`src/logic/bip_pkg.sv`:
```
/*
  Shared constants and types of the board interrupt prioritizer: register
  offsets, reset values, source positions, timing figures and the mode enum.
  Assumes a 125 MHz pclk and an APB master with 32-bit data.
*/
`default_nettype none

package bip_pkg;

  // Clock and bus fail-safe timing
  localparam int CLK_MHZ = 125;
  localparam int FAILSAFE_TIME_US = 6000;
  localparam int FAILSAFE_CYCLES = FAILSAFE_TIME_US * CLK_MHZ;

  // Sizes
  localparam int NUM_LEVELS = 8;
  localparam int NUM_SRC = 25;
  localparam int NUM_SLAVE_SRC = 5;
  localparam int ADDR_W = 8;

  // Register byte offsets
  localparam logic [7:0] OFF_CTRL = 8'h00;
  localparam logic [7:0] OFF_MASK = 8'h04;
  localparam logic [7:0] OFF_TRIG = 8'h08;
  localparam logic [7:0] OFF_EOI = 8'h0C;
  localparam logic [7:0] OFF_STATUS = 8'h10;
  localparam logic [7:0] OFF_POLL = 8'h14;
  localparam logic [7:0] OFF_SMASK = 8'h18;
  localparam logic [7:0] OFF_SPEND = 8'h1C;
  localparam logic [7:0] OFF_FLAGS = 8'h20;
  localparam logic [7:0] OFF_ORSEL = 8'h24;
  localparam logic [7:0] OFF_ROUTE0 = 8'h28;
  localparam logic [7:0] OFF_ROUTE3 = 8'h34;

  // Field positions
  localparam int CTRL_MODE_LSB = 0;
  localparam int CTRL_LOWEST_LSB = 4;
  localparam int CTRL_VBASE_LSB = 8;
  localparam int STATUS_ISR_LSB = 8;
  localparam int STATUS_INTR_BIT = 16;
  localparam int STATUS_NMI_BIT = 17;
  localparam int POLL_VALID_BIT = 7;
  localparam int FLAG_BYTE_BIT = 0;
  localparam int FLAG_EDGE_BIT = 1;
  localparam int FLAG_FS_BIT = 2;

  // Reset values
  localparam logic [2:0] RST_LOWEST = 3'h7;
  localparam logic [7:0] RST_VBASE = 8'h20;
  localparam logic [7:0] RST_MASK = 8'hFF;
  localparam logic [7:0] RST_TRIG = 8'h00;
  localparam logic [4:0] RST_SMASK = 5'h1F;
  localparam logic [31:0] RST_ROUTE = 32'hFEDCBA98;
  localparam logic [2:0] SPURIOUS_LVL = 3'h7;

  // Positions in the 25-bit source vector
  localparam int SRC_BUS = 0;
  localparam int SRC_SERIAL = 2;
  localparam int SRC_CASCADE = 10;
  localparam int SRC_LAN = 11;
  localparam int SRC_FLAG = 12;
  localparam int SRC_SYSTICK = 13;
  localparam int SRC_EDGE = 14;
  localparam int SRC_EXP = 15;
  localparam int SRC_FAILSAFE = 19;
  localparam int SRC_ORMAT = 20;
  localparam int SRC_AUX = 21;

  typedef enum logic [1:0] {
    BIP_FULLY_NESTED,
    BIP_SPECIAL_NESTED,
    BIP_SPECIFIC,
    BIP_POLLED
  } bip_mode_t;

endpackage

`default_nettype wire

```
`src/logic/bip_top.sv`:
```
/*
  Board interrupt prioritizer: source routing, slave and master
  request_prioritizer, edge_hold_converter, OR matrix, flag byte, bus
  fail-safe timer and NMI pass-through, with an APB register slave.
  Assumes all inputs synchronous to pclk and one-cycle cpu_inta pulses.
*/
`default_nettype none

// What this block does
// - Internal controller works as slave under the master controller.
// - Slave serves only three timer and two DMA requests.
// - Master has eight inputs, each edge or level sensitive.
// - Nine levels in total; NMI is highest, wired straight to CPU.
// - Master masks and vectors the eight levels below NMI.
// - Fully nested: level 0 highest, level 7 lowest.
// - Special nested: master takes further slave requests while slave served.
// - Specific priority: software names lowest level; others follow in order.
// - Polled: poll register gives encoded highest pending request.
// - Mode and priorities can be rewritten any time without reset.
// - Requests are resolved by mode and, except in polled mode, raise the CPU interrupt.
// - Twenty-five sources, each routable to any level.
// - System bus gives two request sources.
// - Serial controller gives eight request sources.
// - Flag byte set by a bus master raises a request.
// - Fail-safe timer requests when bus handshake exceeds 6 ms.
// - Expansion connectors give four sources, two each.
// - Edge converter holds an edge as a level; one source.
// - OR matrix merges several requests into one source.
module bip_top #(
  parameter int FAILSAFE_CYCLES = bip_pkg::FAILSAFE_CYCLES,
  parameter int OR_WIDTH = 4
) (
  input wire logic pclk,
  input wire logic presetn,
  input wire logic psel,
  input wire logic penable,
  input wire logic pwrite,
  input wire logic [bip_pkg::ADDR_W-1:0] paddr,
  input wire logic [31:0] pwdata,
  output logic [31:0] prdata,
  output logic pready,
  output logic pslverr,
  input wire logic [1:0] bus_irq,
  input wire logic [7:0] serial_irq,
  input wire logic [2:0] timer_irq,
  input wire logic [1:0] dma_irq,
  input wire logic lan_irq,
  input wire logic systick_irq,
  input wire logic [3:0] exp_irq,
  input wire logic [3:0] aux_irq,
  input wire logic edge_irq,
  input wire logic [OR_WIDTH-1:0] or_irq,
  input wire logic bus_flag_set,
  input wire logic bus_flag_clr,
  input wire logic bus_cmd_start,
  input wire logic bus_cmd_done,
  input wire logic nmi_in,
  input wire logic cpu_inta,
  output logic cpu_intr,
  output logic cpu_nmi,
  output logic [7:0] cpu_vector
);

  localparam int FS_W = $clog2(FAILSAFE_CYCLES + 1);

  // Refuse sizes the logic cannot serve
  if (FAILSAFE_CYCLES < 2 || OR_WIDTH < 1 || OR_WIDTH > 8) begin : g_chk
    $error("bip_top: unsupported parameter value");
  end

  typedef struct packed {
    bip_pkg::bip_mode_t mode;
    logic [2:0] lowest;
    logic [7:0] vbase;
    logic [7:0] mask;
    logic [7:0] trig;
    logic [7:0] irr_edge;
    logic [7:0] line_prev;
    logic [7:0] isr;
    logic [4:0] smask;
    logic [4:0] spend;
    logic [4:0] sint_prev;
    logic flag;
    logic edge_held;
    logic edge_prev;
    logic fs_flag;
    logic fs_busy;
    logic [FS_W-1:0] fs_cnt;
    logic [OR_WIDTH-1:0] orsel;
    logic [3:0][31:0] route;
    logic intr;
    logic nmi;
    logic [7:0] vector;
    logic [31:0] prdata;
    logic pready;
    logic pslverr;
  } bip_state_t;

  bip_state_t s_reg;
  bip_state_t s_next;

  // Priority rank of a level, 0 is served first
  function automatic logic [2:0] bip_rank(
    input logic [2:0] lvl,
    input bip_pkg::bip_mode_t mode,
    input logic [2:0] lowest
  );
    if (mode == bip_pkg::BIP_SPECIFIC) begin
      bip_rank = lvl - lowest - 3'h1;
    end else begin
      bip_rank = lvl;
    end
  endfunction

  logic [bip_pkg::NUM_SRC-1:0] src;
  logic [7:0] line;
  logic [7:0] irr;
  logic [7:0] req;
  logic req_any;
  logic [2:0] req_lvl;
  logic isr_any;
  logic [2:0] isr_lvl;
  logic [2:0] casc_lvl;
  logic casc_en;
  logic setup;
  logic access;
  logic ack;
  logic [2:0] ack_lvl;
  logic ack_valid;
  logic [3:0] rt;
  logic [2:0] rk;
  logic [31:0] rdata;
  logic rd_err;
  logic [4:0] sint;

  always_comb begin
    s_next = s_reg;
    src = '0;
    line = '0;
    irr = '0;
    req = '0;
    req_any = 1'b0;
    req_lvl = 3'h0;
    isr_any = 1'b0;
    isr_lvl = 3'h0;
    rt = 4'h0;
    rk = 3'h0;
    rdata = 32'h0000_0000;
    rd_err = 1'b0;
    ack = 1'b0;
    ack_lvl = 3'h0;
    ack_valid = 1'b0;
    setup = psel && !penable && !s_reg.pready;
    access = psel && penable && s_reg.pready;

    // Slave controller: internal timers and DMA only
    sint = {dma_irq, timer_irq};
    s_next.sint_prev = sint;

    // Source vector; slave output cascades in as one source
    src[bip_pkg::SRC_BUS +: 2] = bus_irq;
    src[bip_pkg::SRC_SERIAL +: 8] = serial_irq;
    src[bip_pkg::SRC_CASCADE] = |(s_reg.spend & ~s_reg.smask);
    src[bip_pkg::SRC_LAN] = lan_irq;
    src[bip_pkg::SRC_FLAG] = s_reg.flag;
    src[bip_pkg::SRC_SYSTICK] = systick_irq;
    src[bip_pkg::SRC_EDGE] = s_reg.edge_held;
    src[bip_pkg::SRC_EXP +: 4] = exp_irq;
    src[bip_pkg::SRC_FAILSAFE] = s_reg.fs_flag;
    src[bip_pkg::SRC_ORMAT] = |(or_irq & s_reg.orsel);
    src[bip_pkg::SRC_AUX +: 4] = aux_irq;

    // Routing matrix: {enable, level} per source
    for (int s = 0; s < bip_pkg::NUM_SRC; s++) begin
      rt = s_reg.route[s / 8][(s % 8) * 4 +: 4];
      if (rt[3] && src[s]) begin
        line[rt[2:0]] = 1'b1;
      end
    end
    rt = s_reg.route[bip_pkg::SRC_CASCADE / 8]
                    [(bip_pkg::SRC_CASCADE % 8) * 4 +: 4];
    casc_lvl = rt[2:0];
    casc_en = rt[3];

    // Request register per input: edge latch or live level
    for (int i = 0; i < bip_pkg::NUM_LEVELS; i++) begin
      irr[i] = s_reg.trig[i] ? s_reg.irr_edge[i] : line[i];
    end
    req = irr & ~s_reg.mask;

    // Highest pending request and highest level in service
    for (int i = bip_pkg::NUM_LEVELS - 1; i >= 0; i--) begin
      rk = bip_rank(3'(i), s_reg.mode, s_reg.lowest);
      if (req[i] && (!req_any ||
          rk < bip_rank(req_lvl, s_reg.mode, s_reg.lowest))) begin
        req_any = 1'b1;
        req_lvl = 3'(i);
      end
      if (s_reg.isr[i] && (!isr_any ||
          rk < bip_rank(isr_lvl, s_reg.mode, s_reg.lowest))) begin
        isr_any = 1'b1;
        isr_lvl = 3'(i);
      end
    end

    // CPU request: only above what is in service, except cascaded slave
    s_next.intr = 1'b0;
    if (s_reg.mode != bip_pkg::BIP_POLLED && req_any) begin
      if (!isr_any) begin
        s_next.intr = 1'b1;
      end else if (bip_rank(req_lvl, s_reg.mode, s_reg.lowest) <
                   bip_rank(isr_lvl, s_reg.mode, s_reg.lowest)) begin
        s_next.intr = 1'b1;
      end else if (s_reg.mode == bip_pkg::BIP_SPECIAL_NESTED &&
                   casc_en && req_lvl == casc_lvl &&
                   isr_lvl == casc_lvl) begin
        s_next.intr = 1'b1;
      end
    end

    // NMI bypasses mask and priority entirely
    s_next.nmi = nmi_in;

    // Acknowledge by CPU cycle
    if (cpu_inta && s_reg.mode != bip_pkg::BIP_POLLED) begin
      ack = 1'b1;
      ack_valid = req_any;
      ack_lvl = req_any ? req_lvl : bip_pkg::SPURIOUS_LVL;
      s_next.vector = s_reg.vbase + {5'h00, ack_lvl};
      s_next.intr = 1'b0;
    end
    // Polled read acknowledges the level it reported
    if (access && !pwrite && paddr == bip_pkg::OFF_POLL &&
        s_reg.mode == bip_pkg::BIP_POLLED) begin
      ack = s_reg.prdata[bip_pkg::POLL_VALID_BIT];
      ack_valid = ack;
      ack_lvl = s_reg.prdata[2:0];
    end

    // Edge latches; acknowledge clears, a new edge wins
    for (int i = 0; i < bip_pkg::NUM_LEVELS; i++) begin
      if (ack && ack_valid && ack_lvl == 3'(i)) begin
        s_next.irr_edge[i] = 1'b0;
        s_next.isr[i] = 1'b1;
      end
      if (line[i] && !s_reg.line_prev[i]) begin
        s_next.irr_edge[i] = 1'b1;
      end
      if (!s_reg.trig[i]) begin
        s_next.irr_edge[i] = 1'b0;
      end
    end
    s_next.line_prev = line;

    // Edge-to-level holding
    s_next.edge_prev = edge_irq;

    // Bus fail-safe timer; a new command restarts it
    if (bus_cmd_done) begin
      s_next.fs_busy = 1'b0;
      s_next.fs_cnt = '0;
    end else if (bus_cmd_start) begin
      s_next.fs_busy = 1'b1;
      s_next.fs_cnt = '0;
    end else if (s_reg.fs_busy) begin
      s_next.fs_cnt = s_reg.fs_cnt + FS_W'(1);
      if (s_reg.fs_cnt == FS_W'(FAILSAFE_CYCLES - 1)) begin
        s_next.fs_busy = 1'b0;
      end
    end

    // Read mux, sampled in the setup cycle
    if (paddr == bip_pkg::OFF_CTRL) begin
      rdata[bip_pkg::CTRL_MODE_LSB +: 2] = s_reg.mode;
      rdata[bip_pkg::CTRL_LOWEST_LSB +: 3] = s_reg.lowest;
      rdata[bip_pkg::CTRL_VBASE_LSB +: 8] = s_reg.vbase;
    end else if (paddr == bip_pkg::OFF_MASK) begin
      rdata[7:0] = s_reg.mask;
    end else if (paddr == bip_pkg::OFF_TRIG) begin
      rdata[7:0] = s_reg.trig;
    end else if (paddr == bip_pkg::OFF_EOI) begin
      rdata = 32'h0000_0000;
    end else if (paddr == bip_pkg::OFF_STATUS) begin
      rdata[7:0] = irr;
      rdata[bip_pkg::STATUS_ISR_LSB +: 8] = s_reg.isr;
      rdata[bip_pkg::STATUS_INTR_BIT] = s_reg.intr;
      rdata[bip_pkg::STATUS_NMI_BIT] = s_reg.nmi;
    end else if (paddr == bip_pkg::OFF_POLL) begin
      rdata[bip_pkg::POLL_VALID_BIT] = req_any;
      rdata[2:0] = req_lvl;
    end else if (paddr == bip_pkg::OFF_SMASK) begin
      rdata[4:0] = s_reg.smask;
    end else if (paddr == bip_pkg::OFF_SPEND) begin
      rdata[4:0] = s_reg.spend;
    end else if (paddr == bip_pkg::OFF_FLAGS) begin
      rdata[bip_pkg::FLAG_BYTE_BIT] = s_reg.flag;
      rdata[bip_pkg::FLAG_EDGE_BIT] = s_reg.edge_held;
      rdata[bip_pkg::FLAG_FS_BIT] = s_reg.fs_flag;
    end else if (paddr == bip_pkg::OFF_ORSEL) begin
      rdata[OR_WIDTH-1:0] = s_reg.orsel;
    end else if (paddr >= bip_pkg::OFF_ROUTE0 &&
                 paddr <= bip_pkg::OFF_ROUTE3 && paddr[1:0] == 2'h0) begin
      rdata = s_reg.route[2'(paddr[7:2] - bip_pkg::OFF_ROUTE0[7:2])];
    end else begin
      rd_err = 1'b1;
    end

    // APB: no wait state, answer registered at setup
    if (setup) begin
      s_next.pready = 1'b1;
      s_next.prdata = pwrite ? 32'h0000_0000 : rdata;
      s_next.pslverr = rd_err;
    end else if (s_reg.pready) begin
      s_next.pready = 1'b0;
      s_next.pslverr = 1'b0;
    end

    // Register writes take effect at the access edge
    if (access && pwrite && !s_reg.pslverr) begin
      if (paddr == bip_pkg::OFF_CTRL) begin
        s_next.mode = bip_pkg::bip_mode_t'(
          pwdata[bip_pkg::CTRL_MODE_LSB +: 2]);
        s_next.lowest = pwdata[bip_pkg::CTRL_LOWEST_LSB +: 3];
        s_next.vbase = pwdata[bip_pkg::CTRL_VBASE_LSB +: 8];
      end else if (paddr == bip_pkg::OFF_MASK) begin
        s_next.mask = pwdata[7:0];
      end else if (paddr == bip_pkg::OFF_TRIG) begin
        s_next.trig = pwdata[7:0];
      end else if (paddr == bip_pkg::OFF_EOI && isr_any) begin
        s_next.isr[isr_lvl] = 1'b0; // Non-specific end of interrupt
      end else if (paddr == bip_pkg::OFF_SMASK) begin
        s_next.smask = pwdata[4:0];
      end else if (paddr == bip_pkg::OFF_SPEND) begin
        s_next.spend = s_next.spend & ~pwdata[4:0];
      end else if (paddr == bip_pkg::OFF_FLAGS) begin
        s_next.flag = pwdata[bip_pkg::FLAG_BYTE_BIT];
        if (pwdata[bip_pkg::FLAG_EDGE_BIT]) begin
          s_next.edge_held = 1'b0;
        end
        if (pwdata[bip_pkg::FLAG_FS_BIT]) begin
          s_next.fs_flag = 1'b0;
        end
      end else if (paddr == bip_pkg::OFF_ORSEL) begin
        s_next.orsel = pwdata[OR_WIDTH-1:0];
      end else if (paddr >= bip_pkg::OFF_ROUTE0 &&
                   paddr <= bip_pkg::OFF_ROUTE3) begin
        s_next.route[2'(paddr[7:2] - bip_pkg::OFF_ROUTE0[7:2])] = pwdata;
      end
    end

    // Hardware sets come last so they win over any clear
    for (int i = 0; i < bip_pkg::NUM_SLAVE_SRC; i++) begin
      if (sint[i] && !s_reg.sint_prev[i]) begin
        s_next.spend[i] = 1'b1;
      end
    end
    if (bus_flag_clr) begin
      s_next.flag = 1'b0;
    end
    if (bus_flag_set) begin
      s_next.flag = 1'b1;
    end
    if (edge_irq && !s_reg.edge_prev) begin
      s_next.edge_held = 1'b1;
    end
    if (s_reg.fs_busy && !bus_cmd_done &&
        s_reg.fs_cnt == FS_W'(FAILSAFE_CYCLES - 1)) begin
      s_next.fs_flag = 1'b1;
    end
  end

  // State register; every output is a field of it
  always_ff @(posedge pclk or negedge presetn) begin
    if (!presetn) begin
      s_reg <= '0;
      s_reg.mode <= bip_pkg::BIP_FULLY_NESTED;
      s_reg.lowest <= bip_pkg::RST_LOWEST;
      s_reg.vbase <= bip_pkg::RST_VBASE;
      s_reg.mask <= bip_pkg::RST_MASK;
      s_reg.trig <= bip_pkg::RST_TRIG;
      s_reg.smask <= bip_pkg::RST_SMASK;
      s_reg.orsel <= '1;
      s_reg.route <= {4{bip_pkg::RST_ROUTE}};
    end else begin
      s_reg <= s_next;
    end
  end

  assign prdata = s_reg.prdata;
  assign pready = s_reg.pready;
  assign pslverr = s_reg.pslverr;
  assign cpu_intr = s_reg.intr;
  assign cpu_nmi = s_reg.nmi;
  assign cpu_vector = s_reg.vector;

endmodule // bip_top

`default_nettype wire

```
`config.mk`:
```
export PLATFORM = sky130hd
export DESIGN_NAME = bip_top
export DESIGN_NICKNAME = d
export VERILOG_FILES = /design/src/logic/bip_pkg.sv /design/src/logic/bip_top.sv
export SDC_FILE = /design/constraint.sdc
export NUM_CORES = 1
export LEC_CHECK = 0
export BUFFER_PORTS_ARGS = -buffer_cell sky130_fd_sc_hd__buf_4
export CAP_MARGIN = 30
export CORE_MARGIN = 10
export CORE_UTILIZATION = 56
export DETAILED_ROUTE_END_ITERATION = 7
export PLACE_DENSITY = 0.86
export REMOVE_ABC_BUFFERS = 1
export SLEW_MARGIN = 15
export SYNTH_ARGS = -nofsm -noshare
export SYNTH_HDL_FRONTEND = slang
export SYNTH_SLANG_ARGS = --single-unit
export TNS_END_PERCENT = 10
```
`constraint.sdc`:
```
create_clock -name pclk -period 14.6 [get_ports pclk]
set_clock_uncertainty 0.05 [all_clocks]
set_input_delay 3.65 -clock pclk [delete_from_list [all_inputs] [get_ports pclk]]
set_output_delay 3.65 -clock pclk [all_outputs]
set_load 0.02 [all_outputs]
```
# [Yosys cells after proc, flatten, opt, wreduce, memory -nomap -nowiden]
# Index checks and enable logic that the tools add are counted.
[word_totals] reg_bits=269 input_bits=81 output_inout_bits=44 word_cells=774
[op_classes] add_sub_neg=49 magnitude_cmp=71 n_eq_ne=74 mux=306 bitwise_logic=41 reduce_logical=194
[op_table] op="2-to-1 mux 32 bit" n=15
[op_table] op="2-to-1 mux 29 bit" n=9
[op_table] op="2-to-1 mux 8 bit" n=29
[op_table] op="2-to-1 mux 27 bit" n=8
[op_table] op="bitwise OR 8 bit" n=24
[op_table] op="2-to-1 mux 3 bit" n=49
[op_table] op="bitwise mux 128 bit" n=1
[op_table] op="2-to-1 mux 1 bit" n=125
[op_table] op="logical AND 1 bit" n=108
[op_table] op="less-than comparator 3 x 4 -> 1 bit, second input constant" n=26
[op_table] op="2-to-1 mux 18 bit" n=5
[op_table] op="demux 1 bit (select 3 bit)" n=26
[op_table] op=">= comparator 3 x 1 -> 1 bit, second input constant" n=26
[op_table] op="!= test 2 x 1 -> 1 bit, second input constant" n=37
[op_table] op="2-to-1 mux 24 bit" n=3
[op_table] op="subtractor 3 x 1 -> 3 bit, second input constant" n=23
[op_table] op="binary-select mux 32 bit (select 2 bit)" n=1
[op_table] op="demux 32 bit (select 2 bit)" n=1
[op_table] op="2-to-1 mux 21 bit" n=3
[op_table] op="subtractor 3 bit" n=16
[op_table] op="less-than comparator 3 bit" n=15
[op_table] op="2-to-1 mux 4 bit" n=11
[op_table] op="AND reduction 7 bit" n=5
[op_table] op="nonzero test 2 bit" n=17
[op_table] op="other kinds (51)" n=152

# [Logic depth before layout (Yosys ltp)]
# Gate-level depths: netlist of the first run.
[logic_depth] ltp_word=118 mapped_depth=91 depth_no_buf=90

# [Worst setup path after synthesis of the first run]
# OpenSTA, ideal clock, no wires.
[synth_path] path_type="input -> register" startpoint="input bus_irq[1]" endpoint="register s_reg (netlist bit cpu_intr)" setup_time_ns=0.092 arrival_time_ns=18.997 required_ns=14.458 setup_slack_ns=-4.539 stages=89 path_cell_list="nand3_1 or3_1 o2111ai_1 a211oi_1 a31o_1 buf_2 inv_2 ha_1 inv_1 fa_1 xnor2_1 nor2_1 xnor2_1 ha_1 a211oi_1 o21ai_0 o21ai_0 inv_1 (+53 left out) xnor2_1 ha_1 a21o_1 a41oi_1 o21ai_0 nand2_1 inv_1 ha_1 inv_1 fa_1 mux2i_1 ha_1 nand2_1 a31oi_1 a311o_1 a221oi_1 o211ai_1 o31ai_2"
[synth_rtl] element="from (decl)" line="bip_top.sv:43" source="input wire logic [1:0] bus_irq,"
[synth_rtl] element="to (signal assigned)" line="bip_top.sv:385" source="s_reg <= s_next;"
[synth_rtl] element="to (decl)" line="bip_top.sv:99" source="bip_state_t s_reg;"

==> report_table.html, run 1 <==
<table>
<tr><th>Metric</th><th>Value</th></tr>
<tr><th colspan="2">Critical path</th></tr>
<tr><td>Critical setup path kind</td><td>in -&gt; reg</td></tr>
<tr><td>Worst EP arrival</td><td>19,610 ps</td></tr>
<tr><td>Startpoint type of the worst setup path</td><td>primary input</td></tr>
<tr><td>Setup crit end kind</td><td>flop</td></tr>
<tr><td>Critical Path Max Stage Delay</td><td>520 ps</td></tr>
<tr><td>Slowest CP cell</td><td>fa_2</td></tr>
<tr><td>WP data required</td><td>15,010 ps</td></tr>
<tr><td>CP Max Fanout</td><td>4</td></tr>
<tr><td>Cell repeated most along the worst path</td><td>buf_4</td></tr>
<tr><th colspan="2">Layout</th></tr>
<tr><td>Final design area excluding fillers</td><td>22,700 sq um</td></tr>
<tr><td>Number of flip-flops in the largest register</td><td>221</td></tr>
<tr><td>Area grow syn2layout</td><td>30.5%</td></tr>
<tr><td>Final cell count without fillers</td><td>2,516</td></tr>
<tr><td>Antenna fix cells</td><td>0</td></tr>
<tr><td>Fin util</td><td>74.1%</td></tr>
<tr><td>Number of nets in the finished design</td><td>2,248</td></tr>
<tr><td>Share of post-route cells with drive strength above 1</td><td>45.3%</td></tr>
<tr><th colspan="2">CTS</th></tr>
<tr><td>Clock latency of the later-clocked register in the worst-skew pair</td><td>570 ps</td></tr>
<tr><td>Clock root cell</td><td>clkbuf_16</td></tr>
<tr><td>Buffer depth of the longest clock path</td><td>3</td></tr>
<tr><td>Clock sink count</td><td>269</td></tr>
<tr><td>Inserted Clock Buffers</td><td>28</td></tr>
<tr><td>H-tree depth</td><td>1</td></tr>
<tr><td>Clock transition at the registers of the reported paths</td><td>70 ps</td></tr>
<tr><td>Clock tree from TritonCTS</td><td>yes</td></tr>
<tr><th colspan="2">Global routing</th></tr>
<tr><td>Largest net degree at the start of global routing</td><td>133</td></tr>
<tr><td>Total overflow reported by the global router</td><td>0</td></tr>
<tr><td>All-layer global routing usage</td><td>35.9%</td></tr>
<tr><td>Initial antenna violation count</td><td>2</td></tr>
<tr><td>Number of global-route vias before repair</td><td>17,900</td></tr>
<tr><td>First-pass GRT wire length</td><td>108 mm</td></tr>
<tr><th colspan="2">Power</th></tr>
<tr><td>Net switching share of the total power</td><td>26.6%</td></tr>
<tr><td>Sequential power share</td><td>41.1%</td></tr>
<tr><td>Cell Int Power</td><td>1.38 mW</td></tr>
<tr><td>Pwr Density</td><td>82.7 nW/um^2</td></tr>
<tr><td>Relative contribution of the clock network to total power</td><td>43.4%</td></tr>
<tr><td>Net Sw Power</td><td>498 uW</td></tr>
<tr><td>Share of power burned in combinational logic</td><td>15.5%</td></tr>
<tr><td>Leakage power summed over all cells</td><td>10.2 nW</td></tr>
<tr><td>Highest ir drop seen on vdd</td><td>0.155 mV</td></tr>
<tr><th colspan="2">Floorplan</th></tr>
<tr><td>Number of rows in the core area</td><td>64</td></tr>
<tr><td>Starting density of the core</td><td>56.8%</td></tr>
<tr><td>Y dimension of the die</td><td>196 microns</td></tr>
<tr><td>Total die area</td><td>38,500 sq um</td></tr>
<tr><td>Die span in x</td><td>196 microns</td></tr>
<tr><td>Std-Cell Core Area</td><td>30,600 sq um</td></tr>
<tr><td>Number of primary I/O pins</td><td>125</td></tr>
<tr><th colspan="2">Synthesis</th></tr>
<tr><td>Number of distinct library cells after synthesis</td><td>107</td></tr>
<tr><td>Largest cells by area after synthesis</td><td>dfrtp_1 24%, dfstp_2 15%, mux2_2 10%</td></tr>
<tr><td>Number of warnings reported in the yosys synthesis log</td><td>0</td></tr>
<tr><td>Top flip-flop cell by instance count after synthesis</td><td>dfrtp_1</td></tr>
<tr><td>Synth async-reset ratio</td><td>100%</td></tr>
<tr><td>Portion of the post-synthesis area used by sequential elements</td><td>39.5%</td></tr>
<tr><td>Number of flops mapped to enable cells by yosys</td><td>0</td></tr>
<tr><td>Cells after Synth</td><td>1,687</td></tr>
<tr><td>Netlist area before placement</td><td>17,400 sq um</td></tr>
<tr><td>Cell type with the highest aggregate area in the netlist</td><td>dfrtp_1</td></tr>
<tr><td>Most frequently used cell type in the post-synthesis netlist</td><td>dfrtp_1</td></tr>
<tr><td>Synth top cells by count</td><td>168 x dfrtp_1, 161 x mux2_2, 121 x nand2_1</td></tr>
<tr><td>Fraction of post-synthesis cell area in the top cell type by area</td><td>24.2%</td></tr>
<tr><td>Count of state elements after synthesis</td><td>269</td></tr>
<tr><td>Post-synthesis average cell area</td><td>10.3 sq um</td></tr>
<tr><th colspan="2">Routing</th></tr>
<tr><td>Remaining design rule violation count</td><td>1</td></tr>
<tr><td>Number of vias in the routed layout</td><td>17,300</td></tr>
<tr><td>Vias per cell</td><td>6.89</td></tr>
<tr><td>Total Routed Length</td><td>72.3 mm</td></tr>
<tr><td>Violation count after the first detailed-routing iteration</td><td>2,252</td></tr>
<tr><td>Routed wire per std cell</td><td>28.7 microns</td></tr>
<tr><td>First drt pass iteration count</td><td>8</td></tr>
<tr><td>Post-route ant nets</td><td>0</td></tr>
<tr><th colspan="2">STA</th></tr>
<tr><td>Achievable Freq</td><td>0.0521 GHz</td></tr>
<tr><td>Setup violation total in the final timing report</td><td>28</td></tr>
<tr><td>RSZ-0062 raised after global routing</td><td>yes</td></tr>
<tr><td>Transition time at the pin with the least slew margin</td><td>1070 ps</td></tr>
<tr><td>Final max-slew violation count</td><td>0</td></tr>
<tr><td>Period utilisation layout</td><td>132%</td></tr>
<tr><td>Setup slack of the critical path after layout</td><td>-4600 ps</td></tr>
<tr><td>Worst slew margin relative to its limit</td><td>28.2%</td></tr>
<tr><td>Time the worst path needs with I/O delays and setup</td><td>19,200 ps</td></tr>
<tr><td>Number of hold-slack violations in the final timing report</td><td>0</td></tr>
<tr><td>Post-route setup TNS</td><td>-104,930 ps</td></tr>
<tr><th colspan="2">Placement</th></tr>
<tr><td>Gp weighted congestion</td><td>1.07</td></tr>
<tr><td>Area after DPL</td><td>20,500 sq um</td></tr>
<tr><td>DP Worst Slack</td><td>-5070 ps</td></tr>
<tr><td>Estimated wirelength of the detail-placed design</td><td>49.2 mm</td></tr>
<tr><td>Number of placed instances with taps included</td><td>2,401</td></tr>
<tr><td>Count of port buffers added during placement</td><td>124</td></tr>
<tr><th colspan="2">Run status</th></tr>
<tr><td>Violated checks</td><td>DRC, setup timing</td></tr>
<tr><td>Run status</td><td>complete, but fails checks</td></tr>
<tr><th colspan="2">Min path</th></tr>
<tr><td>Tightest Hold Check Type</td><td>reg -&gt; reg</td></tr>
<tr><th colspan="2">Flow run</th></tr>
<tr><td>Reported max-cap violation count</td><td>0</td></tr>
</table>
## path summary, 6_finish.rpt
kind,startpoint,endpoint,slack (ps),depth (start not counted)
setup / recovery,or_irq[2],cpu_intr,-4600,95
hold / removal,s_reg[205],s_reg[210],370,1
setup reg to reg,s_reg[95],cpu_intr,-2140,94
hold reg to reg,s_reg[205],s_reg[210],370,1
max in group asynchronous,presetn,cpu_nmi,9940,2
min in group asynchronous,presetn,prdata[30],3140,1
## through the flow
stage               hold slack, ps  total power [mW]
floorplan                      350             0.899
global placement               354              1.03
detailed placement             363              1.04
CTS                            372              1.85
global route                   400              1.93
finish                         371              1.87
## power groups by stage
stage	clock network, mW	registers [mW]	logic (mW)
floorplan	0	0.781	0.118
global placement	0	0.782	0.247
detailed placement	0	0.782	0.260
CTS	0.811	0.770	0.274
global route	0.846	0.771	0.309
finish	0.813	0.771	0.290
## layout make-up
type                            count  area [sq um]
Multi-Input combinational cell   1243         10200
Clock buffer                       37           754
Tap cell                          396           495
Sequential cell                   269          6860
Inverter                           69           262
Timing Repair Buffer              487          3770
Clock inverter                     15           280
Fill cell                        1956          7920
## critical path: cells and delay by family
kind,cells,cell delay (ps)
buffers and inverters,23,2280
muxes,2,140
and+or+nand+nor,16,1810
xor gates and xnor gates,10,1510
AOI/OAI and AO/OA,23,4250
adders and majority gates,21,5950
## cells in the final DEF (no fill, tap or decap), types with 10 or more instances in the layout
| cell | count |
|---|---|
| xnor2_1 | 31 |
| mux4_2 | 32 |
| o21ai_1 | 10 |
| nand3b_1 | 21 |
| clkbuf_16 | 28 |
| nand2b_1 | 40 |
| dfstp_2 | 101 |
| a31oi_1 | 14 |
| nand2_1 | 119 |
| nand4_1 | 21 |
| inv_1 | 66 |
| a22oi_1 | 19 |
| o22ai_1 | 42 |
| o21ai_0 | 52 |
| and2_1 | 12 |
| nor4_1 | 23 |
| nand4b_1 | 10 |
| buf_4 | 467 |
| mux2i_1 | 14 |
| nand3_1 | 40 |
| ha_1 | 41 |
| dfrtp_1 | 168 |
| o32ai_1 | 13 |
| mux2_2 | 161 |
| a21oi_2 | 13 |
| nand3_2 | 11 |
| a22o_1 | 18 |
| nor2b_1 | 12 |
| a21o_1 | 14 |
| buf_6 | 14 |
| nor2_1 | 112 |
| xor2_1 | 24 |
| a21oi_1 | 34 |
| nor3_1 | 50 |
## cell families (layout without fill, tap and decap cells)
group / Yosys count / after routing / share of synthesized area (%)
XOR/XNOR: 60 / 60 / 3.03
AND/OR/NAND/NOR: 551 / 551 / 16.8
buffers and inverters: 175 / 608 / 4.74
AO/OA/AOI/OAI: 356 / 356 / 14.9
multiplexers: 207 / 207 / 15.4
flip-flops: 269 / 269 / 39.5
adder cells (fa/ha/maj): 69 / 69 / 5.71
## routing by layer
layer	GRT usage, %	part of all wire, %	vias to the layer above
li1	-	-	7072
met4	22.7	8.0	2
met3	8.49	11	447
met1	41.6	35	8415
met2	58.8	47	1388
met5	0.132	0.017	-
## repair_timing
item	in CTS	in global routing
pin swaps	57	27
setup buffers	62	2
endpoints found under the hold margin	0	0
endpoints found under the setup margin	28	28
hold buffers	0	0
resized for setup	106	31
Note: power is estimated with default switching activity, not from simulation.
==> inputs of run 2 (changes only) <==
Settings changed: ABC_AREA set to 1, MAX_ROUTING_LAYER set to met4.
==> run 2 against run 1 <==
The run ends with setup timing left. Clock power up 0.7%. Design area down 1.3%. Sequential cell count unchanged. Clock-buffer cell count down 3. Non-clock buffer count down 29. Die area down 1.3%. Setup slack better by 840 ps. Combinational power down 19%. Routed wire length down 4.7%. Largest cell class unchanged. Largest power group unchanged.
==> report_table.html, run 2 <==
<table>
<tr><th>Metric</th><th>Value</th></tr>
<tr><th colspan="2">Synthesis</th></tr>
<tr><td>Fraction of post-synthesis cell area in the top cell type by area</td><td>24.6% (+0.34 points)</td></tr>
<tr><td>Largest cells by area after synthesis</td><td>dfrtp_1 25%, dfstp_2 15%, nand2_1 13%</td></tr>
<tr><td>Count of state elements after synthesis</td><td>269 (unchanged)</td></tr>
<tr><td>Cells after Synth</td><td>2,282 (+35%)</td></tr>
<tr><td>Synth async-reset ratio</td><td>100% (unchanged)</td></tr>
<tr><td>Netlist area before placement</td><td>17,100 sq um (-1.4%)</td></tr>
<tr><td>Number of warnings reported in the yosys synthesis log</td><td>0 (unchanged)</td></tr>
<tr><td>Top flip-flop cell by instance count after synthesis</td><td>dfrtp_1</td></tr>
<tr><td>Synth top cells by count</td><td>572 x nand2_1, 263 x o21ai_0, 247 x inv_1</td></tr>
<tr><td>Cell type with the highest aggregate area in the netlist</td><td>dfrtp_1</td></tr>
<tr><td>Portion of the post-synthesis area used by sequential elements</td><td>40.0% (+0.56 points)</td></tr>
<tr><td>Post-synthesis average cell area</td><td>7.50 sq um (-27%)</td></tr>
<tr><td>Number of flops mapped to enable cells by yosys</td><td>0 (unchanged)</td></tr>
<tr><td>Most frequently used cell type in the post-synthesis netlist</td><td>nand2_1</td></tr>
<tr><td>Number of distinct library cells after synthesis</td><td>65 (-39%)</td></tr>
<tr><th colspan="2">Critical path</th></tr>
<tr><td>Critical setup path kind</td><td>in -&gt; reg</td></tr>
<tr><td>Count of cells along the worst register-to-register path</td><td>110 (+17%)</td></tr>
<tr><td>CP Max Fanout</td><td>2 (-2)</td></tr>
<tr><td>Setup crit end kind</td><td>flop</td></tr>
<tr><td>FF-to-FF Start</td><td>s_reg[197]</td></tr>
<tr><td>Slowest CP cell</td><td>fa_2</td></tr>
<tr><td>Startpoint type of the worst setup path</td><td>primary input</td></tr>
<tr><td>Cell repeated most along the worst path</td><td>nand2_2</td></tr>
<tr><td>Critical Path Max Stage Delay</td><td>370 ps (-150 ps)</td></tr>
<tr><td>Worst EP arrival</td><td>18,790 ps (-820 ps)</td></tr>
<tr><td>Number of buffer and inverter instances along the worst setup path</td><td>13 (-43%)</td></tr>
<tr><td>Flop-to-flop setup slack</td><td>-1280 ps (+860 ps)</td></tr>
<tr><td>WP data required</td><td>15,020 ps (about the same)</td></tr>
<tr><td>Kind of cell with the highest combined delay on the critical path</td><td>adder cells</td></tr>
<tr><td>End of the worst register-to-register path</td><td>cpu_intr</td></tr>
<tr><th colspan="2">Floorplan</th></tr>
<tr><td>Total die area</td><td>38,000 sq um (-1.3%)</td></tr>
<tr><td>Number of primary I/O pins</td><td>125 (unchanged)</td></tr>
<tr><td>Starting density of the core</td><td>57.3% (+0.55 points)</td></tr>
<tr><td>Std-Cell Core Area</td><td>29,900 sq um (-2.3%)</td></tr>
<tr><td>Y dimension of the die</td><td>195 microns (-0.63%)</td></tr>
<tr><td>Number of rows in the core area</td><td>63 (-1.6%)</td></tr>
<tr><td>Die span in x</td><td>195 microns (-0.63%)</td></tr>
<tr><th colspan="2">Layout</th></tr>
<tr><td>Number of inserted filler cells in the final layout</td><td>2,166 (+11%)</td></tr>
<tr><td>Fin util</td><td>74.9% (+0.79 points)</td></tr>
<tr><td>Final cell count without fillers</td><td>3,081 (+22%)</td></tr>
<tr><td>Number of nets in the finished design</td><td>2,818 (+25%)</td></tr>
<tr><td>Area grow syn2layout</td><td>30.6% (about the same)</td></tr>
<tr><td>Share of post-route cells with drive strength above 1</td><td>31.1% (-14 points)</td></tr>
<tr><td>Final design area excluding fillers</td><td>22,400 sq um (-1.3%)</td></tr>
<tr><td>Highest-count cells in the layout ignoring fill and taps</td><td>535 x nand2_1, 432 x buf_4, 251 x o21ai_0, 237 x inv_1, 174 x nor2_1</td></tr>
<tr><td>Number of flip-flops in the largest register</td><td>221 (unchanged)</td></tr>
<tr><td>Most common library cell in the layout ignoring fill and taps</td><td>nand2_1</td></tr>
<tr><th colspan="2">Placement</th></tr>
<tr><td>Count of port buffers added during placement</td><td>124 (unchanged)</td></tr>
<tr><td>Number of placed instances with taps included</td><td>2,990 (+25%)</td></tr>
<tr><td>Area after DPL</td><td>20,300 sq um (-0.85%)</td></tr>
<tr><td>Gp weighted congestion</td><td>1.08 (+1.2%)</td></tr>
<tr><td>Estimated wirelength of the detail-placed design</td><td>50.4 mm (+2.4%)</td></tr>
<tr><th colspan="2">STA</th></tr>
<tr><td>Period utilisation layout</td><td>126% (-5.7 points)</td></tr>
<tr><td>Post-route setup TNS</td><td>-85,220 ps (+19,710 ps)</td></tr>
<tr><td>Transition time at the pin with the least slew margin</td><td>987 ps (-87.3 ps)</td></tr>
<tr><td>Setup violation total in the final timing report</td><td>28 (unchanged)</td></tr>
<tr><td>Worst slew margin relative to its limit</td><td>33.8% (+5.6 points)</td></tr>
<tr><td>Achievable Freq</td><td>0.0545 GHz (+4.6%)</td></tr>
<tr><td>Number of hold-slack violations in the final timing report</td><td>0 (unchanged)</td></tr>
<tr><td>Setup slack of the critical path after layout</td><td>-3760 ps (+838 ps)</td></tr>
<tr><td>Time the worst path needs with I/O delays and setup</td><td>18,360 ps (-838 ps)</td></tr>
<tr><td>RSZ-0062 raised after global routing</td><td>yes</td></tr>
<tr><td>Final max-slew violation count</td><td>0 (unchanged)</td></tr>
<tr><th colspan="2">Min path</th></tr>
<tr><td>Hold Path Origin</td><td>s_reg[198]</td></tr>
<tr><td>Number of cells traversed by the worst hold path</td><td>1 (unchanged)</td></tr>
<tr><td>Worst min-delay path endpoint</td><td>s_reg[199]</td></tr>
<tr><td>Tightest Hold Check Type</td><td>reg -&gt; reg</td></tr>
<tr><th colspan="2">Power</th></tr>
<tr><td>Highest ir drop seen on vdd</td><td>0.113 mV (-27%)</td></tr>
<tr><td>Total power after layout</td><td>1.82 mW (-2.8%)</td></tr>
<tr><td>Pwr Density</td><td>81.4 nW/um^2 (-1.5%)</td></tr>
<tr><td>Leakage power summed over all cells</td><td>10.3 nW (+1.7%)</td></tr>
<tr><th colspan="2">Routing</th></tr>
<tr><td>Total Routed Length</td><td>68.9 mm (-4.7%)</td></tr>
<tr><td>Violation count after the first detailed-routing iteration</td><td>2,295 (+1.9%)</td></tr>
<tr><td>Post-route ant nets</td><td>0 (unchanged)</td></tr>
<tr><td>Number of vias in the routed layout</td><td>18,700 (+8.0%)</td></tr>
<tr><td>Routed wire per std cell</td><td>22.4 microns (-22%)</td></tr>
<tr><td>Vias per cell</td><td>6.08 (-12%)</td></tr>
<tr><td>First drt pass iteration count</td><td>6 (-2)</td></tr>
<tr><td>Remaining design rule violation count</td><td>0 (-1)</td></tr>
<tr><th colspan="2">CTS</th></tr>
<tr><td>Clock root cell</td><td>clkbuf_16</td></tr>
<tr><td>Clock tree from TritonCTS</td><td>yes</td></tr>
<tr><td>Clock latency of the later-clocked register in the worst-skew pair</td><td>570 ps (about the same)</td></tr>
<tr><td>Clock transition at the registers of the reported paths</td><td>60 ps (about the same)</td></tr>
<tr><td>Buffer depth of the longest clock path</td><td>3 (unchanged)</td></tr>
<tr><td>H-tree depth</td><td>1 (unchanged)</td></tr>
<tr><td>Inserted Clock Buffers</td><td>29 (+3.6%)</td></tr>
<tr><td>Clock sink count</td><td>269 (unchanged)</td></tr>
<tr><th colspan="2">Global routing</th></tr>
<tr><td>Number of global-route vias before repair</td><td>18,600 (+3.8%)</td></tr>
<tr><td>All-layer global routing usage</td><td>35.4% (-0.51 points)</td></tr>
<tr><td>Largest net degree at the start of global routing</td><td>116 (-13%)</td></tr>
<tr><td>Initial antenna violation count</td><td>1 (-1)</td></tr>
<tr><td>Total overflow reported by the global router</td><td>0 (unchanged)</td></tr>
<tr><td>First-pass GRT wire length</td><td>105 mm (-2.6%)</td></tr>
<tr><th colspan="2">Flow run</th></tr>
<tr><td>Reported max-cap violation count</td><td>0 (unchanged)</td></tr>
<tr><th colspan="2">Run status</th></tr>
<tr><td>Run status</td><td>complete, but fails checks</td></tr>
<tr><td>Violated checks</td><td>setup timing</td></tr>
</table>
## run 2: cell count changes after synthesis, sizes merged, moves of 30 or more
cell,previous run,this run
o21ai,70,280
nand3,53,83
inv,69,284
nor2,115,213
mux2,161,0
nand2,122,609
a21oi,49,87
mux4,32,0
nand2b,40,0
## run 2: worst max path at each step
stage               depth (start not counted)       end           from
finish                                    111  cpu_intr  serial_irq[1]
global route                              113  cpu_intr      or_irq[3]
CTS                                       112  cpu_intr  serial_irq[1]
detailed placement                        112  cpu_intr     exp_irq[1]
global placement                          112  cpu_intr     exp_irq[1]
floorplan                                 111  cpu_intr      or_irq[1]
## run 2: metrics by stage
stage | setup WS, ps | hold slack (ps)
final | -3760 | 369
after global routing | -4400 | 396
after CTS | -2960 | 372
after detailed placement | -4580 | 364
after global placement | -3820 | 353
after floorplan | -3640 | 350
## run 2: timing repair
action,in CTS,in global routing
endpoints found under the hold margin,0,0
buffers inserted,25,10
hold buffers,0,0
gates resized for setup,124,53
endpoints found under the setup margin,28,28
pin swaps,99,79
## run 2: report_power, final
group	total (mW)	internal (mW)	switching, mW	leakage, nW
clock network	0.819	0.487	0.331	0.509
logic	0.234	0.0894	0.144	6.53
registers	0.769	0.759	0.00991	3.29
total	1.82	1.34	0.485	10.3
## run 2: metal layers
layer  routed length [microns]  track usage, %
met1                     26200            42.4
met2                     32000            56.5
met3                      6540            6.40
met4                      4190            17.4
met5                         0               -
## run 2: worst reg2reg max path, delay by kind of cell, from the launching register on
family                   cells  cell delay (ps)
AND/OR/NAND/NOR             45             3790
buffers and inverters       11              730
adder cells (fa/ha/maj)     24             6240
AO/OA/AOI/OAI               20             2460
XOR/XNOR                    10             1950
flip-flops                   1              570
## run 2: final cells by class
type                            count  area, sq um  share of cell area (%)
Clock buffer                       34          774                    3.46
Clock inverter                     19          270                    1.21
Inverter                          287         1080                    4.83
Timing Repair Buffer              458         3630                    16.2
Antenna cell                        1         2.50                  0.0112
Tap cell                          390          488                    2.18
Sequential cell                   269         6860                    30.7
Multi-Input combinational cell   1623         9270                    41.4
## run 2: cells by family after synthesis
kind of cell    Yosys count  synth area share, %
mux                       4                0.234
simple gates           1025                 26.2
compound gates          501                 17.0
flops                   269                 40.0
buf+inv                 390                 9.53
xor+xnor                 24                 1.23
fa+ha+maj                69                 5.79
